## src/core/fcad_cfg.svh

```systemverilog
// Purpose: Constants for the flash command address decoder.
// Assumes: Word bus writes from the CPU; writes with address bits [1:0] nonzero are ignored.
// Notes:   Definitions only.
`ifndef FCAD_CFG_SVH
`define FCAD_CFG_SVH

// ==========================================================================
// Command address patterns and command codes
// ==========================================================================
`define FCAD_ADDR_CMD_A0      8'h54
`define FCAD_ADDR_CMD_A1      8'h55
`define FCAD_ADDR_CMD_B       8'haa
`define FCAD_CODE_UNLOCK1     8'haa
`define FCAD_CODE_UNLOCK2     8'h55
`define FCAD_CODE_RESET       8'hf0
`define FCAD_CODE_PROG        8'ha0
`define FCAD_CODE_ERASE       8'h80
`define FCAD_CODE_CHIP        8'h10
`define FCAD_CODE_BLOCK       8'h30
`define FCAD_CODE_PROT_PROG   8'h9a
`define FCAD_CODE_PROT_ERASE  8'h6a

// ==========================================================================
// Field positions
// ==========================================================================
`define FCAD_CMD_HI           15
`define FCAD_CMD_LO           8
`define FCAD_REGION_HI        31
`define FCAD_REGION_LO        19
`define FCAD_PBA_FIX_HI       16
`define FCAD_PBA_FIX_LO       11

// ==========================================================================
// Block map
// ==========================================================================
`define FCAD_USER_REGION      13'h0000
`define FCAD_SINGLE_REGION    13'h07f0
`define FCAD_SINGLE_B0_START  19'h68000
`define FCAD_NUM_BLOCKS       6
`define FCAD_MAX_PROT_BLOCK   3'h5
`define FCAD_GROUP_LOW        6'h0f
`define FCAD_GROUP_HIGH       6'h30
`define FCAD_ALL_BLOCKS       6'h3f

// ==========================================================================
// Page and reset values
// ==========================================================================
`define FCAD_PAGE_WORDS       2'h3
`define FCAD_DONE_RESET       1'b1

`endif

```

## src/core/fcad_pkg.sv

```systemverilog
// Purpose: Types shared by the flash command address decoder.
// Assumes: Nothing beyond the constants header.
// Notes:   States carry no explicit codes.
package fcad_pkg;

    typedef enum logic [3:0] {
        ST_IDLE, ST_W2, ST_W3, ST_W4, ST_W5, ST_W6, ST_W7, ST_PAGE
    } fcad_state_type;

    typedef enum logic [2:0] {
        OP_NONE, OP_PAGE_PROG, OP_CHIP_ERASE, OP_BLOCK_ERASE, OP_PROT_PROG, OP_PROT_ERASE
    } fcad_op_type;

    // One-hot mask of a block number, zero when out of range.
    function automatic logic [5:0] fcad_onehot(input logic [2:0] num);
        logic [5:0] m;
        m = 6'h00;
        if (num < 3'h6) begin
            m[num] = 1'b1;
        end
        return m;
    endfunction

endpackage

```

## src/core/fcad_decoder.sv

```systemverilog
// Purpose: Decodes the CPU's flash command write sequences into operations.
// Assumes: Writes are synchronous to mclk; the array engine reports done or fail.
// Notes:   Writes while busy are ignored; a pulse lasts one enabled cycle.
// Contract
// - Recommended-zero address bits are checked only in the seventh write of protection commands.
// - Block erase takes the block from the sixth write, any address inside.
// - Erase block chosen only by upper bits separating the blocks.
// - Page programming takes the page from the fourth write address.
// - Protection programming selects the bit by the seventh write address.
// - Seventh write: bit18 zero, bits16-11 zero, bits 17,10,9 give block 0-5.
// - Protection erase selects the group by the seventh write address.
// - Bits 18:17 select group: 00 blocks 0-3, 01 blocks 4-5.
// - Protection erase always clears the whole group, never one block.
// - User boot: blocks 4,5,3,2,1,0 from zero, sizes 32,32,64,128,128,128 KB.
// - Single boot: same order at its base; block 0 start taken as printed.
// - Command addresses with upper byte 0x54 or 0x55 are both accepted.
// - Done flag low while an operation runs; stays low after failure.
`timescale 1ns/1ps
`include "fcad_cfg.svh"

module fcad_decoder
    import fcad_pkg::*;
(
    // Clock, reset, enable
    input  wire logic        mclk,
    input  wire logic        resetn,
    input  wire logic        clkEn,
    // CPU write port
    input  wire logic        wrEn,
    input  wire logic [31:0] wrAddr,
    input  wire logic [31:0] wrData,
    // Boot mode and array engine status
    input  wire logic        singleBoot,
    input  wire logic        opDone,
    input  wire logic        opFail,
    // Decoded operation
    output      logic        readReset,
    output      logic        opStart,
    output      fcad_op_type opKind,
    output      logic [5:0]  opBlockMask,
    output      logic [31:0] program_page_addr,
    output      logic        pageWordValid,
    output      logic [31:0] pageWordAddr,
    output      logic [31:0] pageWordData,
    output      logic        auto_op_done_flag
);
    // ======================================================================
    // State
    // ======================================================================
    fcad_state_type state_ff, nxt_state;
    logic [7:0]     seqCode_ff;
    logic [1:0]     wordIdx_ff;
    logic           failed_ff;
    logic           readReset_ff, opStart_ff, pageWordValid_ff, doneFlag_ff;
    fcad_op_type    opKind_ff, nxt_opKind;
    logic [5:0]     opMask_ff, nxt_opMask;
    logic [31:0]    pageAddr_ff, pageWordAddr_ff, pageWordData_ff;

    // ======================================================================
    // Write decode
    // ======================================================================
    wire logic [7:0] cmdAddr  = wrAddr[`FCAD_CMD_HI:`FCAD_CMD_LO];
    wire logic [7:0] code     = wrData[7:0];
    // Low two bits gate each write; command byte, block and protection fields are decoded.
    wire logic       wrTake   = clkEn && wrEn && doneFlag_ff && (wrAddr[1:0] == 2'h0);
    wire logic       addrA    = (cmdAddr == `FCAD_ADDR_CMD_A0) || (cmdAddr == `FCAD_ADDR_CMD_A1);
    wire logic       addrB    = (cmdAddr == `FCAD_ADDR_CMD_B);
    wire logic       blkHit;
    wire logic [2:0] blkNum;
    wire logic [2:0] pbaNum   = {wrAddr[17], wrAddr[10], wrAddr[9]};
    wire logic       pbaOk    = !wrAddr[18] && (wrAddr[`FCAD_PBA_FIX_HI:`FCAD_PBA_FIX_LO] == 6'h00)
                                && (pbaNum <= `FCAD_MAX_PROT_BLOCK);
    wire logic [5:0] grpMask  = wrAddr[17] ? `FCAD_GROUP_HIGH : `FCAD_GROUP_LOW;
    wire logic       grpOk    = !wrAddr[18];
    wire logic       lastWord = (state_ff == ST_PAGE) && (wordIdx_ff == `FCAD_PAGE_WORDS);
    wire logic       pageWr   = wrTake && ((state_ff == ST_PAGE)
                                || ((state_ff == ST_W4) && (seqCode_ff == `FCAD_CODE_PROG)));

    fcad_blk_map u_blk_map (
        .addr       (wrAddr),
        .singleBoot (singleBoot),
        .blkHit     (blkHit),
        .blkNum     (blkNum)
    );

    // ======================================================================
    // Sequence decode
    // ======================================================================
    always_comb begin
        nxt_state  = state_ff;
        nxt_opKind = OP_NONE;
        nxt_opMask = 6'h00;
        if (wrTake) begin
            nxt_state = ST_IDLE;
            case (state_ff)
                ST_IDLE: begin
                    if (addrA && code == `FCAD_CODE_UNLOCK1) nxt_state = ST_W2;
                end
                ST_W2: begin
                    if (addrB && code == `FCAD_CODE_UNLOCK2) nxt_state = ST_W3;
                end
                ST_W3: begin
                    if (addrA && (code == `FCAD_CODE_PROG || code == `FCAD_CODE_ERASE ||
                                  code == `FCAD_CODE_PROT_PROG || code == `FCAD_CODE_PROT_ERASE)) begin
                        nxt_state = ST_W4;
                    end
                end
                ST_W4: begin
                    if (seqCode_ff == `FCAD_CODE_PROG) begin
                        nxt_state = ST_PAGE;
                    end else if (addrA && code == `FCAD_CODE_UNLOCK1) begin
                        nxt_state = ST_W5;
                    end
                end
                ST_W5: begin
                    if (addrB && code == `FCAD_CODE_UNLOCK2) nxt_state = ST_W6;
                end
                ST_W6: begin
                    if (seqCode_ff == `FCAD_CODE_ERASE) begin
                        if (addrA && code == `FCAD_CODE_CHIP) begin
                            nxt_opKind = OP_CHIP_ERASE;
                            nxt_opMask = `FCAD_ALL_BLOCKS;
                        end else if (code == `FCAD_CODE_BLOCK && blkHit) begin
                            nxt_opKind = OP_BLOCK_ERASE;
                            nxt_opMask = fcad_onehot(blkNum);
                        end
                    end else if (addrA && code == seqCode_ff) begin
                        nxt_state = ST_W7;
                    end
                end
                ST_W7: begin
                    if (code == seqCode_ff && seqCode_ff == `FCAD_CODE_PROT_PROG && pbaOk) begin
                        nxt_opKind = OP_PROT_PROG;
                        nxt_opMask = fcad_onehot(pbaNum);
                    end else if (code == seqCode_ff && seqCode_ff == `FCAD_CODE_PROT_ERASE && grpOk) begin
                        nxt_opKind = OP_PROT_ERASE;
                        nxt_opMask = grpMask;
                    end
                end
                ST_PAGE: begin
                    if (lastWord) begin
                        nxt_opKind = OP_PAGE_PROG;
                    end else begin
                        nxt_state = ST_PAGE;
                    end
                end
                default: nxt_state = ST_IDLE;
            endcase
        end
    end

    wire logic isReset = wrTake && (state_ff == ST_W3) && addrA && (code == `FCAD_CODE_RESET);

    // ======================================================================
    // Registers
    // ======================================================================
    always_ff @(posedge mclk or negedge resetn) begin
        if (!resetn) begin
            state_ff   <= ST_IDLE;
            seqCode_ff <= 8'h00;
            wordIdx_ff <= 2'h0;
        end else if (clkEn) begin
            state_ff   <= nxt_state;
            if (wrTake && state_ff == ST_W3) seqCode_ff <= code;
            if (pageWr) wordIdx_ff <= (state_ff == ST_PAGE) ? wordIdx_ff + 2'h1 : 2'h1;
        end
    end

    always_ff @(posedge mclk or negedge resetn) begin
        if (!resetn) begin
            readReset_ff <= 1'b0;
            opStart_ff   <= 1'b0;
            opKind_ff    <= OP_NONE;
            opMask_ff    <= 6'h00;
        end else if (clkEn) begin
            readReset_ff <= isReset;
            opStart_ff   <= (nxt_opKind != OP_NONE);
            if (nxt_opKind != OP_NONE) begin
                opKind_ff <= nxt_opKind;
                opMask_ff <= nxt_opMask;
            end
        end
    end

    // The page base comes from the fourth write; later words follow it upward.
    always_ff @(posedge mclk or negedge resetn) begin
        if (!resetn) begin
            pageAddr_ff      <= 32'h0000_0000;
            pageWordValid_ff <= 1'b0;
            pageWordAddr_ff  <= 32'h0000_0000;
            pageWordData_ff  <= 32'h0000_0000;
        end else if (clkEn) begin
            pageWordValid_ff <= pageWr;
            if (pageWr) begin
                pageWordData_ff <= wrData;
                if (state_ff == ST_W4) begin
                    pageAddr_ff     <= wrAddr;
                    pageWordAddr_ff <= wrAddr;
                end else begin
                    pageWordAddr_ff <= pageWordAddr_ff + 32'h0000_0004;
                end
            end
        end
    end

    // A failure holds the flag low until reset.
    always_ff @(posedge mclk or negedge resetn) begin
        if (!resetn) begin
            doneFlag_ff <= `FCAD_DONE_RESET;
            failed_ff   <= 1'b0;
        end else if (clkEn) begin
            if (opFail) failed_ff <= 1'b1;
            if (nxt_opKind != OP_NONE) begin
                doneFlag_ff <= 1'b0;
            end else if (opDone && !opFail && !failed_ff) begin
                doneFlag_ff <= 1'b1;
            end
        end
    end

    assign readReset         = readReset_ff;
    assign opStart           = opStart_ff;
    assign opKind            = opKind_ff;
    assign opBlockMask       = opMask_ff;
    assign program_page_addr = pageAddr_ff;
    assign pageWordValid     = pageWordValid_ff;
    assign pageWordAddr      = pageWordAddr_ff;
    assign pageWordData      = pageWordData_ff;
    assign auto_op_done_flag = doneFlag_ff;

    // ======================================================================
    // Checks
    // ======================================================================
    low_bits_a: assert property (@(posedge mclk) disable iff (!resetn)
        (clkEn && wrEn && wrAddr[1:0] != 2'h0) |=> (state_ff == $past(state_ff)) && !opStart)
        else $error("write with nonzero low address bits was taken");

    busy_on_start_a: assert property (@(posedge mclk) disable iff (!resetn)
        opStart |-> !auto_op_done_flag)
        else $error("operation started but done flag is high");

    fail_sticky_a: assert property (@(posedge mclk) disable iff (!resetn)
        failed_ff |-> ##1 (!auto_op_done_flag || $past(auto_op_done_flag)) && !$rose(auto_op_done_flag))
        else $error("done flag rose after a failure");

    erase_group_a: assert property (@(posedge mclk) disable iff (!resetn)
        (opStart && opKind == OP_PROT_ERASE) |-> (opBlockMask == `FCAD_GROUP_LOW || opBlockMask == `FCAD_GROUP_HIGH))
        else $error("protection erase did not select a whole group");

    group_sel_a: assert property (@(posedge mclk) disable iff (!resetn)
        (wrTake && state_ff == ST_W7 && seqCode_ff == `FCAD_CODE_PROT_ERASE && code == `FCAD_CODE_PROT_ERASE
         && wrAddr[18:17] == 2'h1) |=> opStart && opBlockMask == `FCAD_GROUP_HIGH)
        else $error("group 01 did not select blocks four and five");

    prot_bit_a: assert property (@(posedge mclk) disable iff (!resetn)
        (wrTake && state_ff == ST_W7 && seqCode_ff == `FCAD_CODE_PROT_PROG && code == `FCAD_CODE_PROT_PROG
         && pbaOk) |=> opStart && opKind == OP_PROT_PROG && opBlockMask == fcad_onehot($past(pbaNum)))
        else $error("protection bit programming selected the wrong block");

    block_onehot_a: assert property (@(posedge mclk) disable iff (!resetn)
        (opStart && opKind == OP_BLOCK_ERASE) |-> $onehot(opBlockMask))
        else $error("block erase did not select exactly one block");

    user_map_a: assert property (@(posedge mclk) disable iff (!resetn)
        (!singleBoot && wrAddr[31:16] == 16'h0001) |-> blkHit && blkNum == 3'h3)
        else $error("user boot map misplaced block three");

    page_walk_a: assert property (@(posedge mclk) disable iff (!resetn)
        (pageWr && state_ff == ST_W4) |=> pageWordValid && pageWordAddr == program_page_addr)
        else $error("first page word not at the page address");

    cmd_pattern_a: assert property (@(posedge mclk) disable iff (!resetn)
        (wrTake && state_ff == ST_IDLE && cmdAddr == `FCAD_ADDR_CMD_A1 && code == `FCAD_CODE_UNLOCK1)
        |=> state_ff == ST_W2)
        else $error("0x55 command address was refused");

endmodule // fcad_decoder

```

## src/core/fcad_blk_map.sv

```systemverilog
// Purpose: Maps a byte address to a flash erase block in either boot mode.
// Assumes: Only the upper address bits separate the blocks.
// Notes:   Purely combinational.
`timescale 1ns/1ps
`include "fcad_cfg.svh"

module fcad_blk_map
    import fcad_pkg::*;
(
    // Address and boot mode in
    input  wire logic [31:0] addr,
    input  wire logic        singleBoot,
    // Decoded block
    output      logic        blkHit,
    output      logic [2:0]  blkNum
);
    wire logic [12:0] region    = addr[`FCAD_REGION_HI:`FCAD_REGION_LO];
    wire logic [18:0] offset    = addr[18:0];
    wire logic [3:0]  upper     = offset[18:15];
    wire logic        inUser    = !singleBoot && (region == `FCAD_USER_REGION);
    wire logic        inSingle  = singleBoot && (region == `FCAD_SINGLE_REGION);
    wire logic        inGapB0   = singleBoot && (upper[3:2] == 2'h3) && (offset < `FCAD_SINGLE_B0_START);

    // Order from the base upward is 4, 5, 3, 2, 1, 0.
    assign blkNum = (upper == 4'h0)       ? 3'h4 :
                    (upper == 4'h1)       ? 3'h5 :
                    (upper[3:1] == 3'h1)  ? 3'h3 :
                    (upper[3:2] == 2'h1)  ? 3'h2 :
                    (upper[3:2] == 2'h2)  ? 3'h1 : 3'h0;
    // The printed start of block 0 in single boot mode is kept as given.
    assign blkHit = (inUser || inSingle) && !inGapB0;

endmodule // fcad_blk_map

```

## config.mk

```make
export PLATFORM = sky130hd
export DESIGN_NAME = fcad_decoder
export DESIGN_NICKNAME = d
export VERILOG_FILES = /design/src/core/fcad_pkg.sv /design/src/core/fcad_decoder.sv /design/src/core/fcad_blk_map.sv
export VERILOG_INCLUDE_DIRS = /design/src /design/src/core
export SDC_FILE = /design/constraint.sdc
export NUM_CORES = 1
export LEC_CHECK = 0
export BUFFER_PORTS_ARGS = -buffer_cell sky130_fd_sc_hd__buf_2
export CORE_MARGIN = 2
export CORE_UTILIZATION = 47
export CTS_CLUSTER_DIAMETER = 60
export CTS_CLUSTER_SIZE = 12
export DETAILED_ROUTE_END_ITERATION = 12
export HOLD_SLACK_MARGIN = 0.15
export PLACE_DENSITY = 0.77
export SLEW_MARGIN = 10
export SYNTH_ARGS = -nofsm -noshare
export SYNTH_HDL_FRONTEND = slang
export SYNTH_HIERARCHICAL = 1
export SYNTH_SLANG_ARGS = --single-unit
```

## constraint.sdc

```tcl
create_clock -name mclk -period 2.4 [get_ports mclk]
set_input_delay 0.48 -clock mclk [delete_from_list [all_inputs] [get_ports mclk]]
set_output_delay 0.48 -clock mclk [all_outputs]
set_load 0.02 [all_outputs]
```

==> summary.txt, run 1 <==
Run status
  • Status: complete, no violations

Synth
  • Register bit total from synthesis: 123
  • Leading area contributor after synthesis: sky130_fd_sc_hd__dfrtp_1
  • FFs w/ async S/R, synth: 1.00
  • Yosys warning count: 6
  • Average cell area after synthesis: 8.86 um^2
  • Syn Inst Count: 683
  • Leading register cell type out of synthesis: sky130_fd_sc_hd__dfrtp_1
  • Synth area leaders: sky130_fd_sc_hd__dfrtp_1, sky130_fd_sc_hd__nand2_1, sky130_fd_sc_hd__nand3_1
  • Number of enable flip-flop cells after synthesis: 0
  • Total standard cell area after synthesis: 6050 um^2
  • Fraction of post-synthesis cell area in the top cell type by area: 0.505
  • Number of distinct library cells after synthesis: 67
  • Part of the Yosys area used for sequential elements: 0.509
  • Syn Nets: 756

Drt
  • Number of remaining DRC errors: 0
  • Number of DRC violations after detailed-routing iteration 0: 442
  • Detailed-routing iteration count for the pre-antenna-repair pass: 5
  • Vias per std cell: 5.51
  • Detailed-route wire length: 17.7 mm
  • Routed via count: 6007
  • Routed Antenna Nets: 0
  • Average wire per standard cell: 16.2 um

Die
  • Placeable Area: 12600 um^2
  • Vert. Die Dim: 117 um
  • Die Outline Area: 13800 um^2
  • Initial Util: 0.481
  • I/O pin count: 180
  • Row count: 41
  • Die extent in x: 117 um

Finish
  • Synthesis-to-layout area growth: 35.1%
  • Diode insertion count for antenna repair: 0
  • NumNets Final: 979
  • Layout cells sized above 1: 0.319
  • # fillers: 1050
  • Post-Layout Inst Area: 8170 um^2

Timing
  • Max Fclk: 435 MHz
  • Worst hold margin: 259 ps
  • Worst setup slack after layout: 103 ps
  • Worst slew slack as a fraction of its limit: 0.545
  • # setup viols final: 0
  • Post-route clock skew: 9.10 ps
  • Total Neg Setup Slack: 0 ps
  • Time the worst path needs with I/O delays and setup: 2300 ps
  • Post-route clock period utilization: 0.957
  • Worst Tran Pin Value: 682 ps
  • Hold Violations, Final: 0
  • Final number of max-transition violations: 0

Setup path
  • Worst setup slack for register-to-register paths: 100 ps
  • Worst setup path start: seqCode_ff[0]
  • Crit Path Max Fanout: 13
  • Worst Setup Start Kind: flip-flop
  • Worst flop-to-flop path startpoint: seqCode_ff[0]
  • R2r worst-path depth: 6
  • CP Data Required Time: 2690 ps
  • Series of cell instances along the critical path: or4_4 -> or4_4 -> nor2_4 -> nor2_2 -> o21ai_1 -> o311ai_1
  • Most repeated library cell on the critical path: sky130_fd_sc_hd__or4_4
  • Worst path arrival time: 2590 ps
  • Max stage delay on crit path: 560 ps
  • Slowest stage cell on the critical path: sky130_fd_sc_hd__or4_4
  • Setup crit end kind: flip-flop
  • WP depth: 6
  • Cell family contributing the most delay on the critical path: simple AND/OR/NAND/NOR gates
  • Buffers & Inverters on Critical Path: 0
  • Worst r2r dst: pageWordAddr[29]
  • Crit Path Category: reg2reg

Clock tree
  • Number of buffers added by the clock tree synthesis step: 17
  • H-tree levels: 4
  • Clock transition time at the flip-flop clock pins of the worst setup and hold paths: 60 ps
  • CTS root buf: sky130_fd_sc_hd__clkbuf_16
  • Number of clock sinks: 123
  • Post-CTS setup buffer count: 0
  • TritonCTS clock tree: done
  • Clk_lat worst skew: 420 ps
  • Buffer levels on the longest clock path: 2

Hold path
  • Hold WC Path Type: in2reg
  • Min-Delay Path Depth: 3
  • Hold Path Sink: pageWordData[14]
  • Startpoint of the most critical hold path: wrData[14]

Global route
  • GRT Residual Overflow: 0
  • Global-route wire length before repair: 28.4 mm
  • Global-route usage over all layers: 0.258
  • Initial antenna violation count: 0
  • Largest net degree at the start of global routing: 45
  • Number of global-route vias before repair: 5536

Place
  • Detail Placement HPWL: 12.9 mm
  • Gp weighted congestion: 0.913
  • IO Port Bufs: 179
  • Placed cell area: 7530 um^2
  • Minimum setup slack after placement: -455 ps

Power and ir drop
  • Worst voltage drop across the vdd grid: 417 uV
  • Leakage power: 4.45 nW
  • Total power density per cell area: 593 nW/um^2
  • Sum of internal, switching and leakage power: 4.84 mW

Flow run
  • Max cap viols: 0
power by group:
group | switching, mW | leakage [nW] | internal (mW)
registers | 0.00261 | 1.71 | 2.08
logic | 0.131 | 2.46 | 0.0965
clock network | 0.861 | 0.287 | 1.67
worst min-delay path: stages:
cell and delay [ps]:
sky130_fd_sc_hd__buf_2 70, sky130_fd_sc_hd__nand2_1 40, sky130_fd_sc_hd__nand2_1 50
Yosys cell counts, types with 2 or more instances:
cell type                   number
sky130_fd_sc_hd__or2_2           3
sky130_fd_sc_hd__clkbuf_1       23
sky130_fd_sc_hd__nand3b_1        4
sky130_fd_sc_hd__o21a_1          2
sky130_fd_sc_hd__o31ai_1         2
sky130_fd_sc_hd__dfrtp_1       122
sky130_fd_sc_hd__nor3_1         12
sky130_fd_sc_hd__o21ai_0         7
sky130_fd_sc_hd__nand2b_1        3
sky130_fd_sc_hd__or4b_1          2
sky130_fd_sc_hd__nand3_1        32
sky130_fd_sc_hd__or3_1           6
sky130_fd_sc_hd__nor2b_1         6
sky130_fd_sc_hd__o211ai_1       12
sky130_fd_sc_hd__a21oi_1        10
sky130_fd_sc_hd__mux2_2          8
sky130_fd_sc_hd__a21o_1          3
sky130_fd_sc_hd__and2_1          8
sky130_fd_sc_hd__nor4bb_1        3
sky130_fd_sc_hd__buf_2           7
sky130_fd_sc_hd__nand4b_1        3
sky130_fd_sc_hd__or4_1           3
sky130_fd_sc_hd__nor2_1         24
sky130_fd_sc_hd__o2111ai_1       2
sky130_fd_sc_hd__xnor2_1         8
sky130_fd_sc_hd__o311ai_1       13
sky130_fd_sc_hd__a22o_1          2
sky130_fd_sc_hd__nand2_1       230
sky130_fd_sc_hd__and3_1          8
sky130_fd_sc_hd__buf_1           2
sky130_fd_sc_hd__a31oi_1        14
sky130_fd_sc_hd__nor4_1          7
sky130_fd_sc_hd__and3b_1         3
sky130_fd_sc_hd__and4_1          3
sky130_fd_sc_hd__o311a_1         2
sky130_fd_sc_hd__or4_4           2
sky130_fd_sc_hd__inv_1          11
sky130_fd_sc_hd__nand4_1        15
sky130_fd_sc_hd__o21ai_1        25
sky130_fd_sc_hd__buf_6           2
sky130_fd_sc_hd__o211a_1         2
sky130_fd_sc_hd__ha_1            2
what timing repair did:
item / CTS / global route
cloned: 0 / 1
pin swaps: 0 / 8
gates resized for setup: 1 / 8
hold buffers: 1 / 0
setup endpoints to repair: 4 / 34
endpoints found under the hold margin: 40 / 0
layer usage:
metal	global-route usage	vias to the layer above	wire [um]	part of all wire
li1	-	2846	-	-
met1	0.341	2845	7640	0.43
met2	0.412	283	8300	0.47
met3	0.0562	33	1310	0.074
met4	0.109	0	429	0.024
met5	0	-	0	0
state kept, by name, summed over array words and instances, names as in the netlist:
signal / flops
pageWordAddr: 32
pageWordData: 32
program_page_addr: 32
seqCode_ff: 8
opBlockMask: 6
opKind: 3
state_ff: 3
wordIdx_ff: 2
auto_op_done_flag: 1
failed_ff: 1
opStart: 1
pageWordValid: 1
readReset: 1
through the flow:
step | cells | utilization
final | 1090 | 0.650
after global routing | 1090 | 0.650
after CTS | 1089 | 0.647
after detailed placement | 1057 | 0.599
after global placement | 1057 | 0.599
after floorplan | 683 | -
kinds of logic (layout without fill, tap and decap cells):
| group | count (synthesis) | count (layout) | share of synthesized area |
|---|---|---|---|
| AOI/OAI and AO/OA | 106 | 106 | 0.119 |
| xor gates and xnor gates | 8 | 8 | 0.0116 |
| adders and majority gates | 2 | 2 | 0.00414 |
| buffers and inverters | 46 | 280 | 0.0331 |
| DFF | 123 | 123 | 0.509 |
| muxes | 8 | 8 | 0.0149 |
| and+or+nand+nor | 390 | 391 | 0.308 |
final cells by class:
class,count,area (um^2),area share
Sequential cell,123,3080,0.377
Multi-Input combinational cell,515,2820,0.345
Timing Repair Buffer,238,1440,0.176
Clock inverter,8,118,0.0144
Tap cell,172,215,0.0263
Inverter,11,41.3,0.00505
Clock buffer,23,468,0.0573
worst max-delay path by stage:
stage                                   to  slack (ps)
after floorplan             opBlockMask[1]           3
after global placement      opBlockMask[1]        -380
after detailed placement    opBlockMask[1]        -460
after CTS                   opBlockMask[4]          40
after global routing      pageWordAddr[26]        -0.6
final                     pageWordAddr[29]         100
cell usage in the layout (no fill, tap or decap), types with 4 or more instances in the layout:
cell / instances
sky130_fd_sc_hd__a21oi_1: 10
sky130_fd_sc_hd__a31oi_1: 14
sky130_fd_sc_hd__and2_1: 8
sky130_fd_sc_hd__and3_1: 8
sky130_fd_sc_hd__buf_12: 7
sky130_fd_sc_hd__buf_2: 178
sky130_fd_sc_hd__buf_4: 51
sky130_fd_sc_hd__clkbuf_1: 4
sky130_fd_sc_hd__clkbuf_16: 17
sky130_fd_sc_hd__clkinv_2: 4
sky130_fd_sc_hd__dfrtp_1: 122
sky130_fd_sc_hd__inv_1: 11
sky130_fd_sc_hd__mux2_2: 8
sky130_fd_sc_hd__nand2_1: 229
sky130_fd_sc_hd__nand3_1: 32
sky130_fd_sc_hd__nand3b_1: 4
sky130_fd_sc_hd__nand4_1: 15
sky130_fd_sc_hd__nor2_1: 24
sky130_fd_sc_hd__nor2b_1: 6
sky130_fd_sc_hd__nor3_1: 12
sky130_fd_sc_hd__nor4_1: 7
sky130_fd_sc_hd__o211ai_1: 12
sky130_fd_sc_hd__o21ai_0: 7
sky130_fd_sc_hd__o21ai_1: 25
sky130_fd_sc_hd__o311ai_1: 13
sky130_fd_sc_hd__or3_1: 6
sky130_fd_sc_hd__xnor2_1: 8
Note: power is estimated with default switching activity, not from simulation.
==> inputs of run 2 (changes only) <==
BUFFER_PORTS_ARGS = -buffer_cell sky130_fd_sc_hd__buf_4   (was -buffer_cell sky130_fd_sc_hd__buf_2)
CTS_CLUSTER_SIZE = unset   (was 12)
==> summary.txt, run 2 (synthesis results as in run 1) <==
Run status
  • Status: complete, no violations

Clock tree
  • CTS root buf: sky130_fd_sc_hd__clkbuf_16
  • TritonCTS clock tree: done
  • Clock transition time at the flip-flop clock pins of the worst setup and hold paths: 60 ps (about the same)
  • Number of buffers added by the clock tree synthesis step: 17 (unchanged)
  • Buffer levels on the longest clock path: 2 (unchanged)
  • Number of clock sinks: 123 (unchanged)
  • H-tree levels: 4 (unchanged)
  • Clk_lat worst skew: 420 ps (about the same)

Global route
  • Largest net degree at the start of global routing: 51 (+13%)
  • Initial antenna violation count: 0 (unchanged)
  • Global-route usage over all layers: 0.265 (+0.00753)
  • Number of global-route vias before repair: 5840 (+5.5%)
  • Global-route wire length before repair: 29.5 mm (+4.1%)
  • GRT Residual Overflow: 0 (unchanged)

Timing
  • Post-route clock skew: 6.68 ps (-2.42 ps)
  • Hold Violations, Final: 0 (unchanged)
  • Post-route clock period utilization: 0.983 (+0.0254)
  • Final number of max-transition violations: 0 (unchanged)
  • Time the worst path needs with I/O delays and setup: 2360 ps (+61.1 ps)
  • Worst slew slack as a fraction of its limit: 0.565 (+0.0197)
  • # setup viols final: 0 (unchanged)
  • Worst Tran Pin Value: 653 ps (-28.8 ps)
  • Worst setup slack after layout: 41.9 ps (-61.1 ps)
  • Max Fclk: 424 MHz (-2.6%)

Die
  • Placeable Area: 12600 um^2 (unchanged)
  • Vert. Die Dim: 117 um (unchanged)
  • Initial Util: 0.481 (unchanged)
  • Die extent in x: 117 um (unchanged)
  • Row count: 41 (unchanged)
  • Die Outline Area: 13800 um^2 (unchanged)
  • I/O pin count: 180 (unchanged)

Place
  • Count of placed standard cells including taps: 1050 (-0.66%)
  • Detail Placement HPWL: 13.3 mm (+3.1%)
  • Gp weighted congestion: 0.894 (-2.1%)
  • Minimum setup slack after placement: -475 ps (-19.5 ps)
  • IO Port Bufs: 179 (unchanged)

Power and ir drop
  • Internal power: 4.05 mW (+5.2%)
  • Fraction of power consumed by combinational cells: 0.050 (+0.003)
  • Switching share of power: 0.206 (+0.000734)
  • Worst voltage drop across the vdd grid: 440 uV (+5.5%)
  • Relative contribution of the clock network to total power: 0.542 (+0.019)
  • Leakage power: 4.52 nW (+1.6%)
  • Total net switching power: 1.05 mW (+5.7%)
  • Total power density per cell area: 587 nW/um^2 (-0.92%)
  • Sum of internal, switching and leakage power: 5.10 mW (+5.3%)
  • Part of the power in registers: 0.408 (-0.022)

Drt
  • Number of remaining DRC errors: 0 (unchanged)
  • Vias per std cell: 5.64 (+2.4%)
  • Number of DRC violations after detailed-routing iteration 0: 510 (+15%)
  • Met2 WL post-DR: 8.97 mm (+8.1%)
  • Detailed-routing iteration count for the pre-antenna-repair pass: 5 (unchanged)
  • Met3 routed WL: 1.60 mm (+23%)
  • Routed Antenna Nets: 0 (unchanged)
  • Highest signal layer in the routed design: met4
  • Post-route met1 wirelength: 7.88 mm (+3.2%)
  • Routed via count: 6154 (+2.4%)
  • Average wire per standard cell: 17.3 um (+6.6%)
  • Detailed-route wire length: 18.9 mm (+6.7%)

Setup path
  • Crit Path Max Fanout: 15 (+2)
  • Setup crit end kind: flip-flop
  • Crit Path Category: reg2reg
  • CP Data Required Time: 2740 ps (+50 ps)
  • Worst Setup Start Kind: flip-flop
  • Most repeated library cell on the critical path: sky130_fd_sc_hd__or4_4
  • Worst path arrival time: 2700 ps (+110 ps)
  • Max stage delay on crit path: 550 ps (about the same)
  • Buffers & Inverters on Critical Path: 2 (+2)
  • Slowest stage cell on the critical path: sky130_fd_sc_hd__or4_4
  • Series of cell instances along the critical path: or4_4 -> or4_4 -> nor2_4 -> buf_4 -> clkbuf_16 -> nand2_1 -> o211ai_1
  • Cell family contributing the most delay on the critical path: simple AND/OR/NAND/NOR gates

Finish
  • Synthesis-to-layout area growth: 43.6%
  • Diode insertion count for antenna repair: 0 (unchanged)
  • NumNets Final: 979 (unchanged)
  • Count of non-filler cells in the finished layout: 1091 (+0.092%)
  • Commonest non-fill, non-tap cells in the layout: sky130_fd_sc_hd__nand2_1, sky130_fd_sc_hd__buf_4, sky130_fd_sc_hd__dfrtp_1, sky130_fd_sc_hd__nand3_1, sky130_fd_sc_hd__o21ai_1
  • Layout cells sized above 1: 0.323 (+0.00401)

Flow run
  • Max cap viols: 0 (unchanged)

Hold path
  • Hold WC Path Type: in2reg
run 2: repair_timing:
action | 4_1_cts | 5_1_grt
hold buffers | 1 | 0
hold endpoints to repair | 44 | 0
pin swaps | 1 | 9
resized for setup | 2 | 10
endpoints found under the setup margin | 5 | 26
setup buffers | 0 | 4
gates cloned | 0 | 4
run 2: through the flow:
stage / hold WS (ps) / instance area, um^2 / setup TNS [ps] / utilization
floorplan: 184 / 6050 / 0 / -
global placement: 439 / 7900 / -3710 / 0.628
detailed placement: 449 / 7900 / -4330 / 0.628
CTS: 248 / 8570 / 0 / 0.682
global route: 262 / 8690 / -2.63 / 0.691
finish: 258 / 8690 / 0 / 0.691
run 2: worst min-delay path, stage by stage:
cell and delay (ps):
sky130_fd_sc_hd__buf_4 70, sky130_fd_sc_hd__nand2_1 30, sky130_fd_sc_hd__nand2_1 50
run 2: power by group through the flow:
stage / Clock [mW] / Combinational, mW / Sequential, mW
global placement: 0 / 0.249 / 2.12
finish: 2.76 / 0.257 / 2.08
CTS: 2.80 / 0.257 / 2.08
global route: 2.90 / 0.279 / 2.08
detailed placement: 0 / 0.254 / 2.12
floorplan: 0 / 0.0506 / 2.12
run 2: routing by layer:
| metal | vias to the layer above | track usage |
|---|---|---|
| li1 | 2856 | - |
| met1 | 2956 | 0.346 |
| met2 | 305 | 0.423 |
| met3 | 37 | 0.0761 |
| met4 | 0 | 0.0986 |
| met5 | - | 0 |
run 2: worst paths after layout:
kind	cells after the start	slack, ps	endpoint	from
max	7	40	pageWordAddr[23]	seqCode_ff[0]
min	3	260	pageWordData[24]	wrData[24]
max reg2reg	7	40	pageWordAddr[23]	seqCode_ff[0]
min reg2reg	1	460	failed_ff	failed_ff
max in group asynchronous	3	1100	program_page_addr[25]	resetn
min in group asynchronous	2	650	seqCode_ff[6]	resetn
run 2: final cells by class:
class / instances / area [um^2]
tap: 172 / 215
clock inverter: 10 / 163
clock buffer: 22 / 484
sequential: 123 / 3080
fill: 997 / 3880
multi-input combinational: 517 / 2850
timing repair buffer: 236 / 1850
inverter: 11 / 41.3
